<file path="src/hdl/apcr_pkg.sv">
// Constants shared by the analog power control register bank
// How it works
// - A three-bit level field picks one of eight regulator voltages and reaches the output whether or not the regulator is enabled.
// - With the regulator off, a two-bit field sets the supply pin drive; code 11 is reserved.
// - Bit 1 of the power control register turns the analog supply regulator on or off.
// - The band-gap bit resets to one and the band-gap stays on while the fast oscillator runs.
// - Bit 7 of the reference control register enables the reference-output buffer.
// - Bit 3 of the reference control register enables the reference-divider generator.
// - A three-bit field selects the analog ground level, with code 000 floating the pin.
// - The pump select bit doubles the pump output only while the charge pump is enabled.
// - Bit 1 of the pump and sensor register enables the temperature sensor.
// - Bit 6 of the network register picks the reference buffer source, band-gap by default.
`default_nettype none
package apcr_pkg;
   localparam int unsigned ADDR_W = 12;
   localparam int unsigned NUM_REGS = 4;

   // Register indices; byte address is four times the index
   localparam logic [7:0] IDX_POWER_CONTROL = 8'h32;
   localparam logic [7:0] IDX_POWER_REFERENCE_CONTROL = 8'h33;
   localparam logic [7:0] IDX_PUMP_SENSOR_CONTROL = 8'h34;
   localparam logic [7:0] IDX_MEASURE_NETWORK_CONTROL = 8'h42;
   localparam logic [ADDR_W-1:0] REG_ADDR [NUM_REGS] = '{
      {2'h0, IDX_POWER_CONTROL, 2'h0},
      {2'h0, IDX_POWER_REFERENCE_CONTROL, 2'h0},
      {2'h0, IDX_PUMP_SENSOR_CONTROL, 2'h0},
      {2'h0, IDX_MEASURE_NETWORK_CONTROL, 2'h0}
   };

   // Full reset values
   localparam logic [7:0] RST_POWER_CONTROL = 8'h80;
   localparam logic [7:0] RST_POWER_REFERENCE_CONTROL = 8'h00;
   localparam logic [7:0] RST_PUMP_SENSOR_CONTROL = 8'h00;
   localparam logic [7:0] RST_MEASURE_NETWORK_CONTROL = 8'h00;

   // Implemented bits per register
   localparam logic [7:0] MASK_POWER_CONTROL = 8'hfe;
   localparam logic [7:0] MASK_POWER_REFERENCE_CONTROL = 8'h8f;
   localparam logic [7:0] MASK_PUMP_SENSOR_CONTROL = 8'hc6;
   localparam logic [7:0] MASK_MEASURE_NETWORK_CONTROL = 8'h40;
   // Off-drive field is write-only, reads zero
   localparam logic [7:0] RDMASK_POWER_CONTROL = 8'hf2;

   // Second reset: bit 7 set, off-drive cleared, rest kept
   localparam logic [7:0] INIT_SET_POWER_CONTROL = 8'h80;
   localparam logic [7:0] INIT_CLR_POWER_CONTROL = 8'h0c;

   // Field positions
   localparam int unsigned BANDGAP_ENABLE_BIT = 7;
   localparam int unsigned REGULATOR_LEVEL_LSB = 4;
   localparam int unsigned REGULATOR_OFF_DRIVE_LSB = 2;
   localparam int unsigned REGULATOR_ENABLE_BIT = 1;
   localparam int unsigned REF_OUT_BUFFER_ENABLE_BIT = 7;
   localparam int unsigned REF_DIVIDER_ENABLE_BIT = 3;
   localparam int unsigned ANALOG_GROUND_LSB = 0;
   localparam int unsigned CHARGE_PUMP_ENABLE_BIT = 7;
   localparam int unsigned PUMP_OUTPUT_SELECT_BIT = 6;
   localparam int unsigned REGULATOR_PULLDOWN_BIT = 2;
   localparam int unsigned TEMP_SENSOR_ENABLE_BIT = 1;
   localparam int unsigned REF_BUFFER_SOURCE_BIT = 6;

   // Off-state drive codes
   localparam logic [1:0] OFF_DRIVE_HIGHZ = 2'h0;
   localparam logic [1:0] OFF_DRIVE_SUPPLY = 2'h1;
   localparam logic [1:0] OFF_DRIVE_PULLUP = 2'h2;
   localparam logic [1:0] OFF_DRIVE_RESERVED = 2'h3;

   // Analog ground codes
   localparam logic [2:0] ANALOG_GROUND_FLOAT = 3'h0;
   localparam logic [2:0] ANALOG_GROUND_LAST_CODE = 3'h4;
endpackage
`default_nettype wire

</file>
<file path="src/hdl/apcr_top.sv">
// Analog power control register bank with APB slave
`default_nettype none
module apcr_top (
   input wire logic MCLK_IN,
   input wire logic RST_N_IN,
   input wire logic INIT_RST_IN,
   input wire logic PSEL_IN,
   input wire logic PENABLE_IN,
   input wire logic PWRITE_IN,
   input wire logic [apcr_pkg::ADDR_W-1:0] PADDR_IN,
   input wire logic [31:0] PWDATA_IN,
   input wire logic [3:0] PSTRB_IN,
   output logic [31:0] PRDATA_OUT,
   output logic PREADY_OUT,
   output logic PSLVERR_OUT,
   input wire logic FAST_OSC_ON_IN,
   output logic BANDGAP_ENABLE_OUT,
   output logic REGULATOR_ENABLE_OUT,
   output logic [2:0] REGULATOR_LEVEL_SELECT_OUT,
   output logic [1:0] REGULATOR_OFF_DRIVE_SELECT_OUT,
   output logic REF_OUT_BUFFER_ENABLE_OUT,
   output logic REF_DIVIDER_ENABLE_OUT,
   output logic [2:0] ANALOG_GROUND_LEVEL_SELECT_OUT,
   output logic CHARGE_PUMP_ENABLE_OUT,
   output logic PUMP_OUTPUT_SELECT_OUT,
   output logic REGULATOR_PULLDOWN_ENABLE_OUT,
   output logic TEMP_SENSOR_ENABLE_OUT,
   output logic REF_BUFFER_SOURCE_SELECT_OUT
);
   logic rst_n;
   logic setup;
   logic hit;
   logic [apcr_pkg::NUM_REGS-1:0] wr;
   logic [7:0] rdata;

   logic [7:0] power_control;
   logic [7:0] power_reference_control;
   logic [7:0] pump_sensor_control;
   logic [7:0] measure_network_control;
   logic [7:0] next_power_control;
   logic [7:0] next_power_reference_control;
   logic [7:0] next_pump_sensor_control;
   logic [7:0] next_measure_network_control;

   wire [7:0] wbyte = PWDATA_IN[7:0];
   wire [7:0] init_power_control =
      (power_control & ~apcr_pkg::INIT_CLR_POWER_CONTROL) | apcr_pkg::INIT_SET_POWER_CONTROL;

   apcr_reset_sync u_rst (
      .clk_in(MCLK_IN),
      .rst_n_in(RST_N_IN),
      .rst_n_out(rst_n)
   );

   apcr_apb_decode u_dec (
      .psel_in(PSEL_IN),
      .penable_in(PENABLE_IN),
      .pwrite_in(PWRITE_IN),
      .pready_in(PREADY_OUT),
      .paddr_in(PADDR_IN),
      .pstrb_in(PSTRB_IN),
      .rd_power_in(power_control & apcr_pkg::RDMASK_POWER_CONTROL),
      .rd_reference_in(power_reference_control),
      .rd_pump_in(pump_sensor_control),
      .rd_network_in(measure_network_control),
      .setup_out(setup),
      .hit_out(hit),
      .wr_out(wr),
      .rdata_out(rdata)
   );

   // Second reset kind outranks a write in the same cycle
   assign next_power_control = INIT_RST_IN ? init_power_control :
      wr[0] ? (wbyte & apcr_pkg::MASK_POWER_CONTROL) : power_control;
   assign next_power_reference_control = (wr[1] && !INIT_RST_IN) ?
      (wbyte & apcr_pkg::MASK_POWER_REFERENCE_CONTROL) : power_reference_control;
   assign next_pump_sensor_control = (wr[2] && !INIT_RST_IN) ?
      (wbyte & apcr_pkg::MASK_PUMP_SENSOR_CONTROL) : pump_sensor_control;
   assign next_measure_network_control = (wr[3] && !INIT_RST_IN) ?
      (wbyte & apcr_pkg::MASK_MEASURE_NETWORK_CONTROL) : measure_network_control;

   // Decoded analog controls, taken from the next register values so they land with the write
   wire next_reg_en = next_power_control[apcr_pkg::REGULATOR_ENABLE_BIT];
   wire [2:0] next_level = next_power_control[apcr_pkg::REGULATOR_LEVEL_LSB +: 3];
   wire [1:0] next_off_field = next_power_control[apcr_pkg::REGULATOR_OFF_DRIVE_LSB +: 2];
   // Off drive only while regulator is off; reserved code is treated as high impedance
   wire [1:0] next_off_drive = (next_reg_en || next_off_field == apcr_pkg::OFF_DRIVE_RESERVED) ?
      apcr_pkg::OFF_DRIVE_HIGHZ : next_off_field;
   // Oscillator keeps the band-gap alive regardless of the bit
   wire next_bandgap = next_power_control[apcr_pkg::BANDGAP_ENABLE_BIT] | FAST_OSC_ON_IN;
   wire [2:0] next_ground_field =
      next_power_reference_control[apcr_pkg::ANALOG_GROUND_LSB +: 3];
   // Undefined ground codes float the pin rather than pick a level
   wire [2:0] next_ground = (next_ground_field > apcr_pkg::ANALOG_GROUND_LAST_CODE) ?
      apcr_pkg::ANALOG_GROUND_FLOAT : next_ground_field;
   wire next_pump_en = next_pump_sensor_control[apcr_pkg::CHARGE_PUMP_ENABLE_BIT];
   wire next_pump_double =
      next_pump_sensor_control[apcr_pkg::PUMP_OUTPUT_SELECT_BIT] & next_pump_en;

   // Register file
   always_ff @(posedge MCLK_IN or negedge rst_n) begin
      if (!rst_n) begin
         power_control <= apcr_pkg::RST_POWER_CONTROL;
         power_reference_control <= apcr_pkg::RST_POWER_REFERENCE_CONTROL;
         pump_sensor_control <= apcr_pkg::RST_PUMP_SENSOR_CONTROL;
         measure_network_control <= apcr_pkg::RST_MEASURE_NETWORK_CONTROL;
      end else begin
         power_control <= next_power_control;
         power_reference_control <= next_power_reference_control;
         pump_sensor_control <= next_pump_sensor_control;
         measure_network_control <= next_measure_network_control;
      end
   end

   // APB answer: ready and data registered in the setup cycle, one access cycle
   always_ff @(posedge MCLK_IN or negedge rst_n) begin
      if (!rst_n) begin
         PREADY_OUT <= 1'b0;
         PSLVERR_OUT <= 1'b0;
         PRDATA_OUT <= 32'h0000_0000;
      end else begin
         PREADY_OUT <= setup;
         PSLVERR_OUT <= setup & ~hit;
         PRDATA_OUT <= (setup && !PWRITE_IN) ? {24'h00_0000, rdata} : 32'h0000_0000;
      end
   end

   // Analog control outputs
   always_ff @(posedge MCLK_IN or negedge rst_n) begin
      if (!rst_n) begin
         BANDGAP_ENABLE_OUT <= 1'b1;
         REGULATOR_ENABLE_OUT <= 1'b0;
         REGULATOR_LEVEL_SELECT_OUT <= 3'h0;
         REGULATOR_OFF_DRIVE_SELECT_OUT <= apcr_pkg::OFF_DRIVE_HIGHZ;
         REF_OUT_BUFFER_ENABLE_OUT <= 1'b0;
         REF_DIVIDER_ENABLE_OUT <= 1'b0;
         ANALOG_GROUND_LEVEL_SELECT_OUT <= apcr_pkg::ANALOG_GROUND_FLOAT;
         CHARGE_PUMP_ENABLE_OUT <= 1'b0;
         PUMP_OUTPUT_SELECT_OUT <= 1'b0;
         REGULATOR_PULLDOWN_ENABLE_OUT <= 1'b0;
         TEMP_SENSOR_ENABLE_OUT <= 1'b0;
         REF_BUFFER_SOURCE_SELECT_OUT <= 1'b0;
      end else begin
         BANDGAP_ENABLE_OUT <= next_bandgap;
         REGULATOR_ENABLE_OUT <= next_reg_en;
         REGULATOR_LEVEL_SELECT_OUT <= next_level;
         REGULATOR_OFF_DRIVE_SELECT_OUT <= next_off_drive;
         REF_OUT_BUFFER_ENABLE_OUT <=
            next_power_reference_control[apcr_pkg::REF_OUT_BUFFER_ENABLE_BIT];
         REF_DIVIDER_ENABLE_OUT <=
            next_power_reference_control[apcr_pkg::REF_DIVIDER_ENABLE_BIT];
         ANALOG_GROUND_LEVEL_SELECT_OUT <= next_ground;
         CHARGE_PUMP_ENABLE_OUT <= next_pump_en;
         PUMP_OUTPUT_SELECT_OUT <= next_pump_double;
         REGULATOR_PULLDOWN_ENABLE_OUT <=
            next_pump_sensor_control[apcr_pkg::REGULATOR_PULLDOWN_BIT];
         TEMP_SENSOR_ENABLE_OUT <=
            next_pump_sensor_control[apcr_pkg::TEMP_SENSOR_ENABLE_BIT];
         REF_BUFFER_SOURCE_SELECT_OUT <=
            next_measure_network_control[apcr_pkg::REF_BUFFER_SOURCE_BIT];
      end
   end

   wire wr_pwr = wr[0] & ~INIT_RST_IN;
   wire wr_ref = wr[1] & ~INIT_RST_IN;
   wire wr_pmp = wr[2] & ~INIT_RST_IN;
   wire wr_net = wr[3] & ~INIT_RST_IN;
endmodule
`default_nettype wire

</file>
<file path="src/hdl/apcr_reset_sync.sv">
// Reset release synchroniser
`default_nettype none
module apcr_reset_sync (
   input wire logic clk_in,
   input wire logic rst_n_in,
   output logic rst_n_out
);
   logic stage1;

   // Assert at once, release two edges later
   always_ff @(posedge clk_in or negedge rst_n_in) begin
      if (!rst_n_in) begin
         stage1 <= 1'b0;
         rst_n_out <= 1'b0;
      end else begin
         stage1 <= 1'b1;
         rst_n_out <= stage1;
      end
   end
endmodule
`default_nettype wire

</file>
<file path="src/hdl/apcr_apb_decode.sv">
// APB address decode, write strobes and read mux
`default_nettype none
module apcr_apb_decode (
   input wire logic psel_in,
   input wire logic penable_in,
   input wire logic pwrite_in,
   input wire logic pready_in,
   input wire logic [apcr_pkg::ADDR_W-1:0] paddr_in,
   input wire logic [3:0] pstrb_in,
   input wire logic [7:0] rd_power_in,
   input wire logic [7:0] rd_reference_in,
   input wire logic [7:0] rd_pump_in,
   input wire logic [7:0] rd_network_in,
   output logic setup_out,
   output logic hit_out,
   output logic [apcr_pkg::NUM_REGS-1:0] wr_out,
   output logic [7:0] rdata_out
);
   logic [apcr_pkg::NUM_REGS-1:0] hit_vec;
   logic [7:0] rd_arr [apcr_pkg::NUM_REGS];
   wire write_done = psel_in & penable_in & pready_in & pwrite_in & pstrb_in[0];

   assign rd_arr[0] = rd_power_in;
   assign rd_arr[1] = rd_reference_in;
   assign rd_arr[2] = rd_pump_in;
   assign rd_arr[3] = rd_network_in;
   assign setup_out = psel_in & ~penable_in;
   assign hit_out = |hit_vec;

   genvar i;
   generate
      for (i = 0; i < apcr_pkg::NUM_REGS; i++) begin : g_reg
         assign hit_vec[i] = (paddr_in == apcr_pkg::REG_ADDR[i]);
         // Upper byte lanes have no storage
         assign wr_out[i] = hit_vec[i] & write_done;
      end
   endgenerate

   always_comb begin
      rdata_out = 8'h00;
      for (int k = 0; k < apcr_pkg::NUM_REGS; k++) begin
         if (hit_vec[k]) begin
            rdata_out = rdata_out | rd_arr[k];
         end
      end
   end
endmodule
`default_nettype wire

</file>
<file path="config.mk">
export PLATFORM = sky130hd
export DESIGN_NAME = apcr_top
export DESIGN_NICKNAME = d
export VERILOG_FILES = /design/src/hdl/apcr_pkg.sv /design/src/hdl/apcr_top.sv /design/src/hdl/apcr_reset_sync.sv /design/src/hdl/apcr_apb_decode.sv
export SDC_FILE = /design/constraint.sdc
export NUM_CORES = 1
export LEC_CHECK = 0
export ABC_CLOCK_PERIOD_IN_PS = 3000
export BUFFER_PORTS_ARGS = -buffer_cell sky130_fd_sc_hd__clkbuf_2
export CORE_MARGIN = 10
export CORE_UTILIZATION = 40
export CTS_CLUSTER_SIZE = 20
export DETAILED_ROUTE_END_ITERATION = 6
export PLACE_DENSITY = 0.74
export SLEW_MARGIN = 15
export SYNTH_ARGS = -nofsm -noshare
export SYNTH_HDL_FRONTEND = slang
export SYNTH_SLANG_ARGS = --single-unit
</file>
<file path="constraint.sdc">
create_clock -name MCLK_IN -period 3 [get_ports MCLK_IN]
set_clock_uncertainty 0.05 [all_clocks]
set_input_delay 0.15 -clock MCLK_IN [delete_from_list [all_inputs] [get_ports MCLK_IN]]
set_output_delay 0.15 -clock MCLK_IN [all_outputs]
set_load 0.02 [all_outputs]
</file>
# Word-level counts from Yosys, hierarchy flattened
# Cells that the tools add are included.
[classes]
n_eq_ne = 5
n_reduce_logical = 8
bitwise_logic = 17
n_lt_le_gt_ge = 1
muxes = 12
[ops]
columns = ["cell", "n"]
rows = [
  ["$mux 8", 9],
  ["$eq 12x8->1 const B", 3],
  ["$or 8x8->8", 2],
  ["$eq 12x9->1 const B", 1],
  ["$and 1x1->1", 11],
  ["$or 8x7->8", 1],
  ["$mux 7", 1],
  ["$logic_and 1x1->1", 4],
  ["$reduce_or 4->1", 1],
  ["$gt 3x3->1 const B", 1],
  ["$mux 3", 1],
  ["$eq 2x2->1 const B", 1],
  ["$logic_not 1->1", 2],
  ["$mux 2", 1],
  ["$not 1->1", 2],
  ["$logic_or 1x1->1", 1],
  ["$or 1x1->1", 1],
]
[totals]
wordCells = 63
ff_bits = 45
in_bits = 55
out_inout_bits = 51

# Depth between registers and ports, before layout
# Gate-level depths: netlist (run 1).
[logic_depth]
ltp_word = 10
depth_mapped = 6
mapped_depth_nobuf = 5

# Hierarchy
# A second synthesis (run 1) with hierarchy kept.
[unflattened]
cells_unflattened = 164
hier_area_um2 = 1918.1
[by_module_without_submodules]
columns = ["module", "cells_each", "n_inst", "seq_area_each_um2", "area_each_um2"]
rows = [
  ["apcr_top", 106, 1, 853.3, 1428.9],
  ["apcr_apb_decode", 55, 1, 0.0, 435.4],
  ["apcr_reset_sync", 3, 1, 50.0, 53.8],
]

# Worst setup path before layout (run 1)
# No wires, ideal clock.
[synth_path]
path_kind = "reg-to-reg"
start = "reg PREADY_OUT"
end = "reg BANDGAP_ENABLE_OUT"
stages_incl_launch_ff = 6
t_arrival_ps = 1694
slack_ps = 1164
required_time_ps = 2858
setup_ps = 92
n_path_buf = 0
cell_sequence = "dfrtp_1 > and3_1 > nand3_1 > nor2_1 > mux2i_1 > or3b_2"
[synth_between]
elab_chain_cells = 7
[synth_lines]
columns = ["element", "line", "source"]
rows = [
  ["start: declaration", "apcr_top.sv:14", "output logic PREADY_OUT,"],
  ["start signal: assignment", "apcr_top.sv:122", "PREADY_OUT <= setup;"],
  ["$and 1x1->1 (3 in series)", "apcr_apb_decode.sv:21", "wire write_done = psel_in & penable_in & pready_in & pwrite_in & pstrb_in[0];"],
  ["$and 1x1->1", "apcr_apb_decode.sv:35", "assign wr_out[i] = hit_vec[i] & write_done;"],
  ["$mux 8", "apcr_top.sv:74", "wr[0] ? (wbyte & apcr_pkg::MASK_POWER_CONTROL) : power_control;"],
  ["$mux 8", "apcr_top.sv:73", "assign next_power_control = INIT_RST_IN ? init_power_control :"],
  ["$or 1x1->1", "apcr_top.sv:90", "wire next_bandgap = next_power_control[apcr_pkg::BANDGAP_ENABLE_BIT] | FAST_OSC_ON_IN;"],
  ["via next_bandgap", "apcr_top.sv:90", ""],
  ["end signal: assignment", "apcr_top.sv:144", "BANDGAP_ENABLE_OUT <= next_bandgap;"],
  ["end: declaration", "apcr_top.sv:17", "output logic BANDGAP_ENABLE_OUT,"],
]
# The timed path passes the listed nets, and every way through them passes these cells.
# A chain may end at the register's enable or synchronous reset.

# Final worst setup path (run 1)
# Same ends and word-level chain as after synthesis.

==> results of run 1 <==
==> flip-flops by register name, indices dropped and copies added (netlist names) <==
| signal | cells |
|---|---|
| u_rst.stage1 | 1 |
| ANALOG_GROUND_LEVEL_SELECT_OUT | 3 |
| REF_BUFFER_SOURCE_SELECT_OUT | 1 |
| REGULATOR_OFF_DRIVE_SELECT_OUT | 2 |
| pump_sensor_control | 4 |
| power_control | 5 |
| PSLVERR_OUT | 1 |
| BANDGAP_ENABLE_OUT | 1 |
| PUMP_OUTPUT_SELECT_OUT | 1 |
| u_rst.rst_n_out | 1 |
| PREADY_OUT | 1 |
| PRDATA_OUT | 8 |
| power_reference_control | 5 |
| REGULATOR_LEVEL_SELECT_OUT | 2 |
==> timing repair <==
action                                  CTS  global route
endpoints found under the setup margin    0             0
endpoints found under the hold margin     3             0
resized for setup                         0             0
hold buffers                              2             0
buffers inserted                          0             0
==> how the worst max path moves through the flow <==
stage	endpoint	slack, ps
final	BANDGAP_ENABLE_OUT	1110
after global routing	BANDGAP_ENABLE_OUT	920
after CTS	BANDGAP_ENABLE_OUT	1080
after detailed placement	BANDGAP_ENABLE_OUT	980
after global placement	BANDGAP_ENABLE_OUT	1010
after floorplan	BANDGAP_ENABLE_OUT	1160
==> kinds of logic (layout without fill, tap and decap cells) <==
family,count (synthesis),in the layout,share of synthesized area [%]
simple gates,57,57,20.37
compound gates,7,7,2.712
other cells,2,25,0.4174
mux,23,23,13.98
buf+inv,29,65,12.31
flops,36,36,50.21
==> cells in the final DEF (no fill, tap or decap), types with 2 or more instances in the layout <==
cell           Yosys  routed
clkbuf_2           0      54
nor3_2             2       2
mux2_2            13      13
clkbuf_1           0       2
nand2_1            8       8
mux2i_1            9       9
nand2b_1           8       8
nor2b_1            2       2
dlygate4sd3_1      0       2
dfstp_2            2       2
and2_1             4       4
and3_1             2       2
and3b_1            2       2
nor3b_1            2       2
conb_1             2      25
a21oi_1            3       3
nor2_1            15      15
clkbuf_8           0       6
dfrtp_1           34      34
or3b_2             3       3
nand3b_1           2       2
nand3_1            2       2
==> power by group <==
group | switching, mW | internal (mW) | leakage, nW
clock | 0.166 | 0.187 | 0.0455
combinational | 0.0561 | 0.0243 | 0.595
sequential | 0.00499 | 0.488 | 0.489
==> critical path: cells and delay by family (launching register included) <==
| family | cells | cell delay, ps |
|---|---|---|
| simple gates | 4 | 1130 |
| flops | 1 | 340 |
| mux | 1 | 290 |
==> metal layers <==
metal  track usage, %  vias up
met5                0        -
met2            17.19       54
met1            11.22      550
li1                 -      587
met4            6.333        0
met3            4.869        9
==> final cells by class <==
class	instances	area, sq um	area share (%)
clock buffers	8	90.09	4.255
repair buffers	57	297.8	14.07
well taps	52	65.06	3.073
multi-input cells	112	760.7	35.93
flip-flops and latches	36	903.4	42.67
==> through the flow <==
stage / hold WS [ps] / utilization, % / worst slack [ps]
after floorplan: -195.6 / - / 1164
after global placement: -114.2 / 46.09 / 1006
after detailed placement: -111.5 / 46.09 / 975.4
after CTS: 2.112 / 48.62 / 1082
after global routing: 17.56 / 48.62 / 920.8
final: 9.926 / 48.62 / 1108
==> results.cfg, run 1 <==
[outcome]
status = complete, no violations

[clocking]
clockBufferDepth = 2
cts.clk_slew.worst_paths_ps = 70
clkLatencyLatePin_ps = 290
cts_buffers = 5
h-tree-depth = 2
cts_root_buf = clkbuf_8
cts_tree = built
tritoncts_num_sinks = 36

[setup_path]
ff2ff_path_depth = 5
r2r-end = BANDGAP_ENABLE_OUT
cp_data_required_time_ps = 3160
max_stage_delay_ps = 460
rrSetupSlack_ps = 1110
crit_path_cell_trace = and3_1, nand3_1, nor2_1, mux2i_1, or3b_2
reg2reg_from = PREADY_OUT
critPathKind = flip-flop to flip-flop
end_kind = flip-flop
arrival_ps = 2050
critPathSlowestCell = or3b_2
crit_path_start = PREADY_OUT
cp_max_fo = 5
startpoint_type = flip-flop

[yosys]
synth.area.top_cells = dfrtp_1, buf_4, mux2_2
synth-edff-count = 0
synth.most_common_cell = dfrtp_1
ys_ff_latch = 36
yosys_warnings = 0
yosys.area.top_type_share_pct = 47.29
ys_top_cells_by_count = dfrtp_1, buf_4, nor2_1
netlist_area_sq_um = 1799
syn_area_per_cell_sq_um = 11.68
synth-seq-area-share_pct = 50.21
yosysUniqueCellTypes = 31
postSynthCellCount = 154
synth-main-ff-cell = dfrtp_1
async_flop_share_pct = 100.0
yosysTopAreaCell = dfrtp_1

[sta]
fin_setup_tns_ps = 0
finalSetupViolCount = 0
slew_headroom_pct = 53.15
max_freq_mhz = 528.5
slew_viol_final = 0
rsz0062_at_grt = no
hold_viol_final = 0
tightest_slew_ps = 702.7
period_share_pct = 63.07
finalCriticalPeriod_ps = 1892

[routing]
post_drt_wl_per_cell_um = 14.95
ant_nets = 0
drt-initial-drc-count = 52
first_pass_iters = 4
dr.max_layer_used = met4
vias = 1200
m1WireLength_mm = 1.483
wirelength_mm = 3.962
wl_met2_mm = 1.892
routed-wl-met3_um = 467
routed_via_density = 4.528
drc = 0

[floorplanning]
ios = 106
coreArea_sq_um = 4354
fp.dieW_um = 87.07
die_area_sq_um = 7580
die_h_um = 87.07
start_util_pct = 41.32
std_cell_rows = 24

[placed_design]
place_congestion = 0.7794
dp_hpwl_mm = 3.219
placed_cells = 255
portBuffers = 54
place_area_sq_um = 2007

[global_routing]
grt_max_degree = 19
grt_pass1_wl_mm = 6.396
grt_pass1_vias = 1355
antenna_found_initial = 0
gr-total-overflow = 0
grt_usage_pct = 10.69

[finish]
stdcell_count = 265
fillers = 426
syn2layout_area_growth_pct = 17.66
drive_gt1_share_pct = 41.31
fin_nets = 267
fin_area_sq_um = 2117
n_antenna_cell = 0

[worst_hold_path]
hp-class = primary input to flip-flop
hold_start = FAST_OSC_ON_IN
worstHoldPathCells = 2
whs_endpoint = BANDGAP_ENABLE_OUT

[power]
power.total_mw = 0.9265
peakVddDrop_mv = 0.1606
p_per_area_nw_per_um2 = 437.6
power.leakage_nw = 1.130

[job]
maxCapViolCount = 0
Note: power is estimated with default switching activity, not from simulation.
==> run 2: changes to the inputs <==
--- a/config.mk
+++ b/config.mk
@@ -5,13 +5,14 @@
 export SDC_FILE = /design/constraint.sdc
 export NUM_CORES = 1
 export LEC_CHECK = 0
-export ABC_CLOCK_PERIOD_IN_PS = 3000
+export ABC_AREA = 1
+export ABC_CLOCK_PERIOD_IN_PS = 1700
 export BUFFER_PORTS_ARGS = -buffer_cell sky130_fd_sc_hd__clkbuf_2
 export CORE_MARGIN = 10
 export CORE_UTILIZATION = 40
 export CTS_CLUSTER_SIZE = 20
 export DETAILED_ROUTE_END_ITERATION = 6
-export PLACE_DENSITY = 0.74
+export PLACE_DENSITY = 0.76
 export SLEW_MARGIN = 15
 export SYNTH_ARGS = -nofsm -noshare
 export SYNTH_HDL_FRONTEND = slang
==> constraint.sdc (replaced) <==
create_clock -name MCLK_IN -period 1.7 [get_ports MCLK_IN]
set_clock_uncertainty 0.05 [all_clocks]
set_input_delay 0.085 -clock MCLK_IN [delete_from_list [all_inputs] [get_ports MCLK_IN]]
set_output_delay 0.085 -clock MCLK_IN [all_outputs]
set_load 0.02 [all_outputs]
==> results.cfg, run 2 <==
[routing]
first_pass_iters = 4
drc = 0
m1WireLength_mm = 1.568
routed_via_density = 4.323
wirelength_mm = 4.415
drt-initial-drc-count = 81
wl_met2_mm = 2.292
ant_nets = 0
routed-wl-met3_um = 427
vias = 1526
post_drt_wl_per_cell_um = 12.51
dr.max_layer_used = met4

[clocking]
cts_buffers = 5
cts_tree = built
cts.clk_slew.worst_paths_ps = 70
clockBufferDepth = 2
cts_root_buf = clkbuf_8
clkLatencyLatePin_ps = 290
tritoncts_num_sinks = 36
h-tree-depth = 2

[finish]
final_common_cell = clkbuf_2
drive_gt1_share_pct = 30.77
reg_top3 = PRDATA_OUT (8), power_control (5), power_reference_control (5)
syn2layout_area_growth_pct = 24.39
n_antenna_cell = 0
stdcell_count = 353
fin_nets = 353
largest_reg_flops = 8
largest_register = PRDATA_OUT
fillers = 457
mostFrequentLayoutCells = clkbuf_2, nand2_1, inv_1

[power]
seqPwrFrac_pct = 53.7
power.leakage_nw = 1.321
internal-power_mw = 1.204
p_per_area_nw_per_um2 = 685.7
swShare_pct = 25.63
combPwrFrac_pct = 10.6
power_switching_mw = 0.4150
power_frac_clock_pct = 35.7
peakVddDrop_mv = 0.2626

[yosys]
synth-edff-count = 0
postSynthCellCount = 226
syn_area_per_cell_sq_um = 8.399
yosys.area_share.adder_pct = 0
synth-compound-area-share_pct = 4.219
ys_top_cells_by_count = nand2_1, inv_1, dfrtp_1
yosys.area_share.simple_pct = 28.81
synthMuxAreaShare_pct = 0
synth_top_family_by_area = simple AND/OR/NAND/NOR gates
netlist_area_sq_um = 1898
ys_ff_latch = 36
synth.most_common_cell = nand2_1
yosys_warnings = 0
yosysUniqueCellTypes = 26
synth_xor_area_share_pct = 0
synth.area.top_cells = dfrtp_1, buf_4, nand2_1
async_flop_share_pct = 100.0
synth-main-ff-cell = dfrtp_1
synth-seq-area-share_pct = 47.59
yosysTopAreaCell = dfrtp_1
yosys.area.top_type_share_pct = 44.83

[sta]
period_share_pct = 96.90
slew_viol_final = 0
fin_setup_tns_ps = 0
tightest_slew_ps = 544.7
max_freq_mhz = 607.1
finalSetupViolCount = 0
slew_headroom_pct = 63.68
hold_viol_final = 0
finalCriticalPeriod_ps = 1647

[floorplanning]
ios = 106
die_area_sq_um = 7901
coreArea_sq_um = 4661
std_cell_rows = 25
start_util_pct = 40.72
fp.dieW_um = 88.89
die_h_um = 88.89

[setup_path]
cp_max_fo = 3
reg2reg_from = PREADY_OUT
ff2ff_path_depth = 9
startpoint_type = primary input
end_kind = flip-flop
critPathKind = primary input to flip-flop
rrSetupSlack_ps = 120
r2r-end = REGULATOR_OFF_DRIVE_SELECT_OUT[0]
crit_end = REGULATOR_OFF_DRIVE_SELECT_OUT[0]
crit_path_start = PENABLE_IN
cp_data_required_time_ps = 1880
arrival_ps = 1830

[global_routing]
grt_pass1_vias = 1567
grt_max_degree = 23
grt_pass1_wl_mm = 6.975
grt_usage_pct = 11.46
gr-total-overflow = 0
antenna_found_initial = 0

[outcome]
status = complete, no violations

[job]
maxCapViolCount = 0

[placed_design]
placed_cells = 332
dp_hpwl_mm = 3.626
portBuffers = 54
place_congestion = 0.7898

[worst_hold_path]
hp-class = primary input to flip-flop
[run 2: changes by cell type after synthesis, moves of 6 or more]
cell	before	now
nand2_2	0	6
nand2b_1	8	0
nand3_1	2	13
mux2_2	13	0
o21ai_0	1	8
inv_1	0	39
nor2_1	15	21
mux2i_1	9	0
nand2_1	8	45
[run 2: power groups by stage]
stage | combinational (mW) | clock [mW] | sequential (mW)
after CTS | 0.169 | 0.593 | 0.869
after floorplan | 0.125 | 0 | 0.893
after global routing | 0.189 | 0.635 | 0.869
final | 0.172 | 0.578 | 0.869
after global placement | 0.150 | 0 | 0.885
after detailed placement | 0.153 | 0 | 0.886
[run 2: layout make-up]
cell class | count | area (sq um) | area share, %
clock buffer | 7 | 76.32 | 3.233
clock inverter | 1 | 5.005 | 0.2120
inverter | 42 | 157.7 | 6.677
multi-input combinational | 144 | 733.2 | 31.05
sequential | 36 | 903.4 | 38.26
tap | 54 | 67.56 | 2.862
timing repair buffer | 69 | 417.9 | 17.70
[run 2: how the worst min path moves through the flow]
| stage | start | endpoint | slack [ps] | cells past startpoint |
|---|---|---|---|---|
| finish | PWDATA_IN[6] | pump_sensor_control[6] | 9 | 3 |
| global route | PWDATA_IN[6] | pump_sensor_control[6] | 30 | 3 |
| CTS | PWDATA_IN[3] | power_reference_control[3] | 10 | 3 |
| detailed placement | RST_N_IN | u_rst.stage1 | -180 | 1 |
| global placement | RST_N_IN | u_rst.stage1 | -180 | 1 |
| floorplan | RST_N_IN | u_rst.rst_n_out | -260 | 0 |
[run 2: repair_timing]
item | CTS | global route
buffers inserted | 0 | 4
hold endpoints to repair | 9 | 0
resized for setup | 0 | 3
endpoints found under the setup margin | 0 | 7
hold buffers | 9 | 0
[run 2: kinds of logic (layout without fill, tap and decap cells)]
logic type / Yosys count / after routing
other cells: 2 / 25
buf+inv: 69 / 119
compound gates: 13 / 13
simple gates: 106 / 106
flops: 36 / 36
[run 2: per-stage QoR]
stage | util, % | cell area [sq um] | hold WS [ps] | total power [mW] | setup WS [ps]
finish | 50.66 | 2361 | 9.156 | 1.619 | 52.70
global route | 50.66 | 2361 | 31.99 | 1.693 | -18.50
CTS | 49.75 | 2318 | 10.15 | 1.631 | 61.86
detailed placement | 46.07 | 2147 | -178.6 | 1.038 | 163.4
global placement | 46.07 | 2147 | -178.4 | 1.035 | 179.4
floorplan | - | 1984 | -260.6 | 1.018 | 243.5
[run 2: per-layer routing]
layer	GRT usage, %	vias up
met5	0	-
met4	6.461	0
met3	4.696	10
met2	20.01	50
met1	11.21	695
li1	-	771
[run 2: worst max-delay path, cell delays in order]
cell           delay [ps]
dlygate4sd3_1         530
clkbuf_2              110
nand3_1               160
nor3_4                250
buf_4                 170
inv_1                  70
nor2_4                140
nand2_1                80
nand2_2                80
nand3_1                90
inv_1                  60
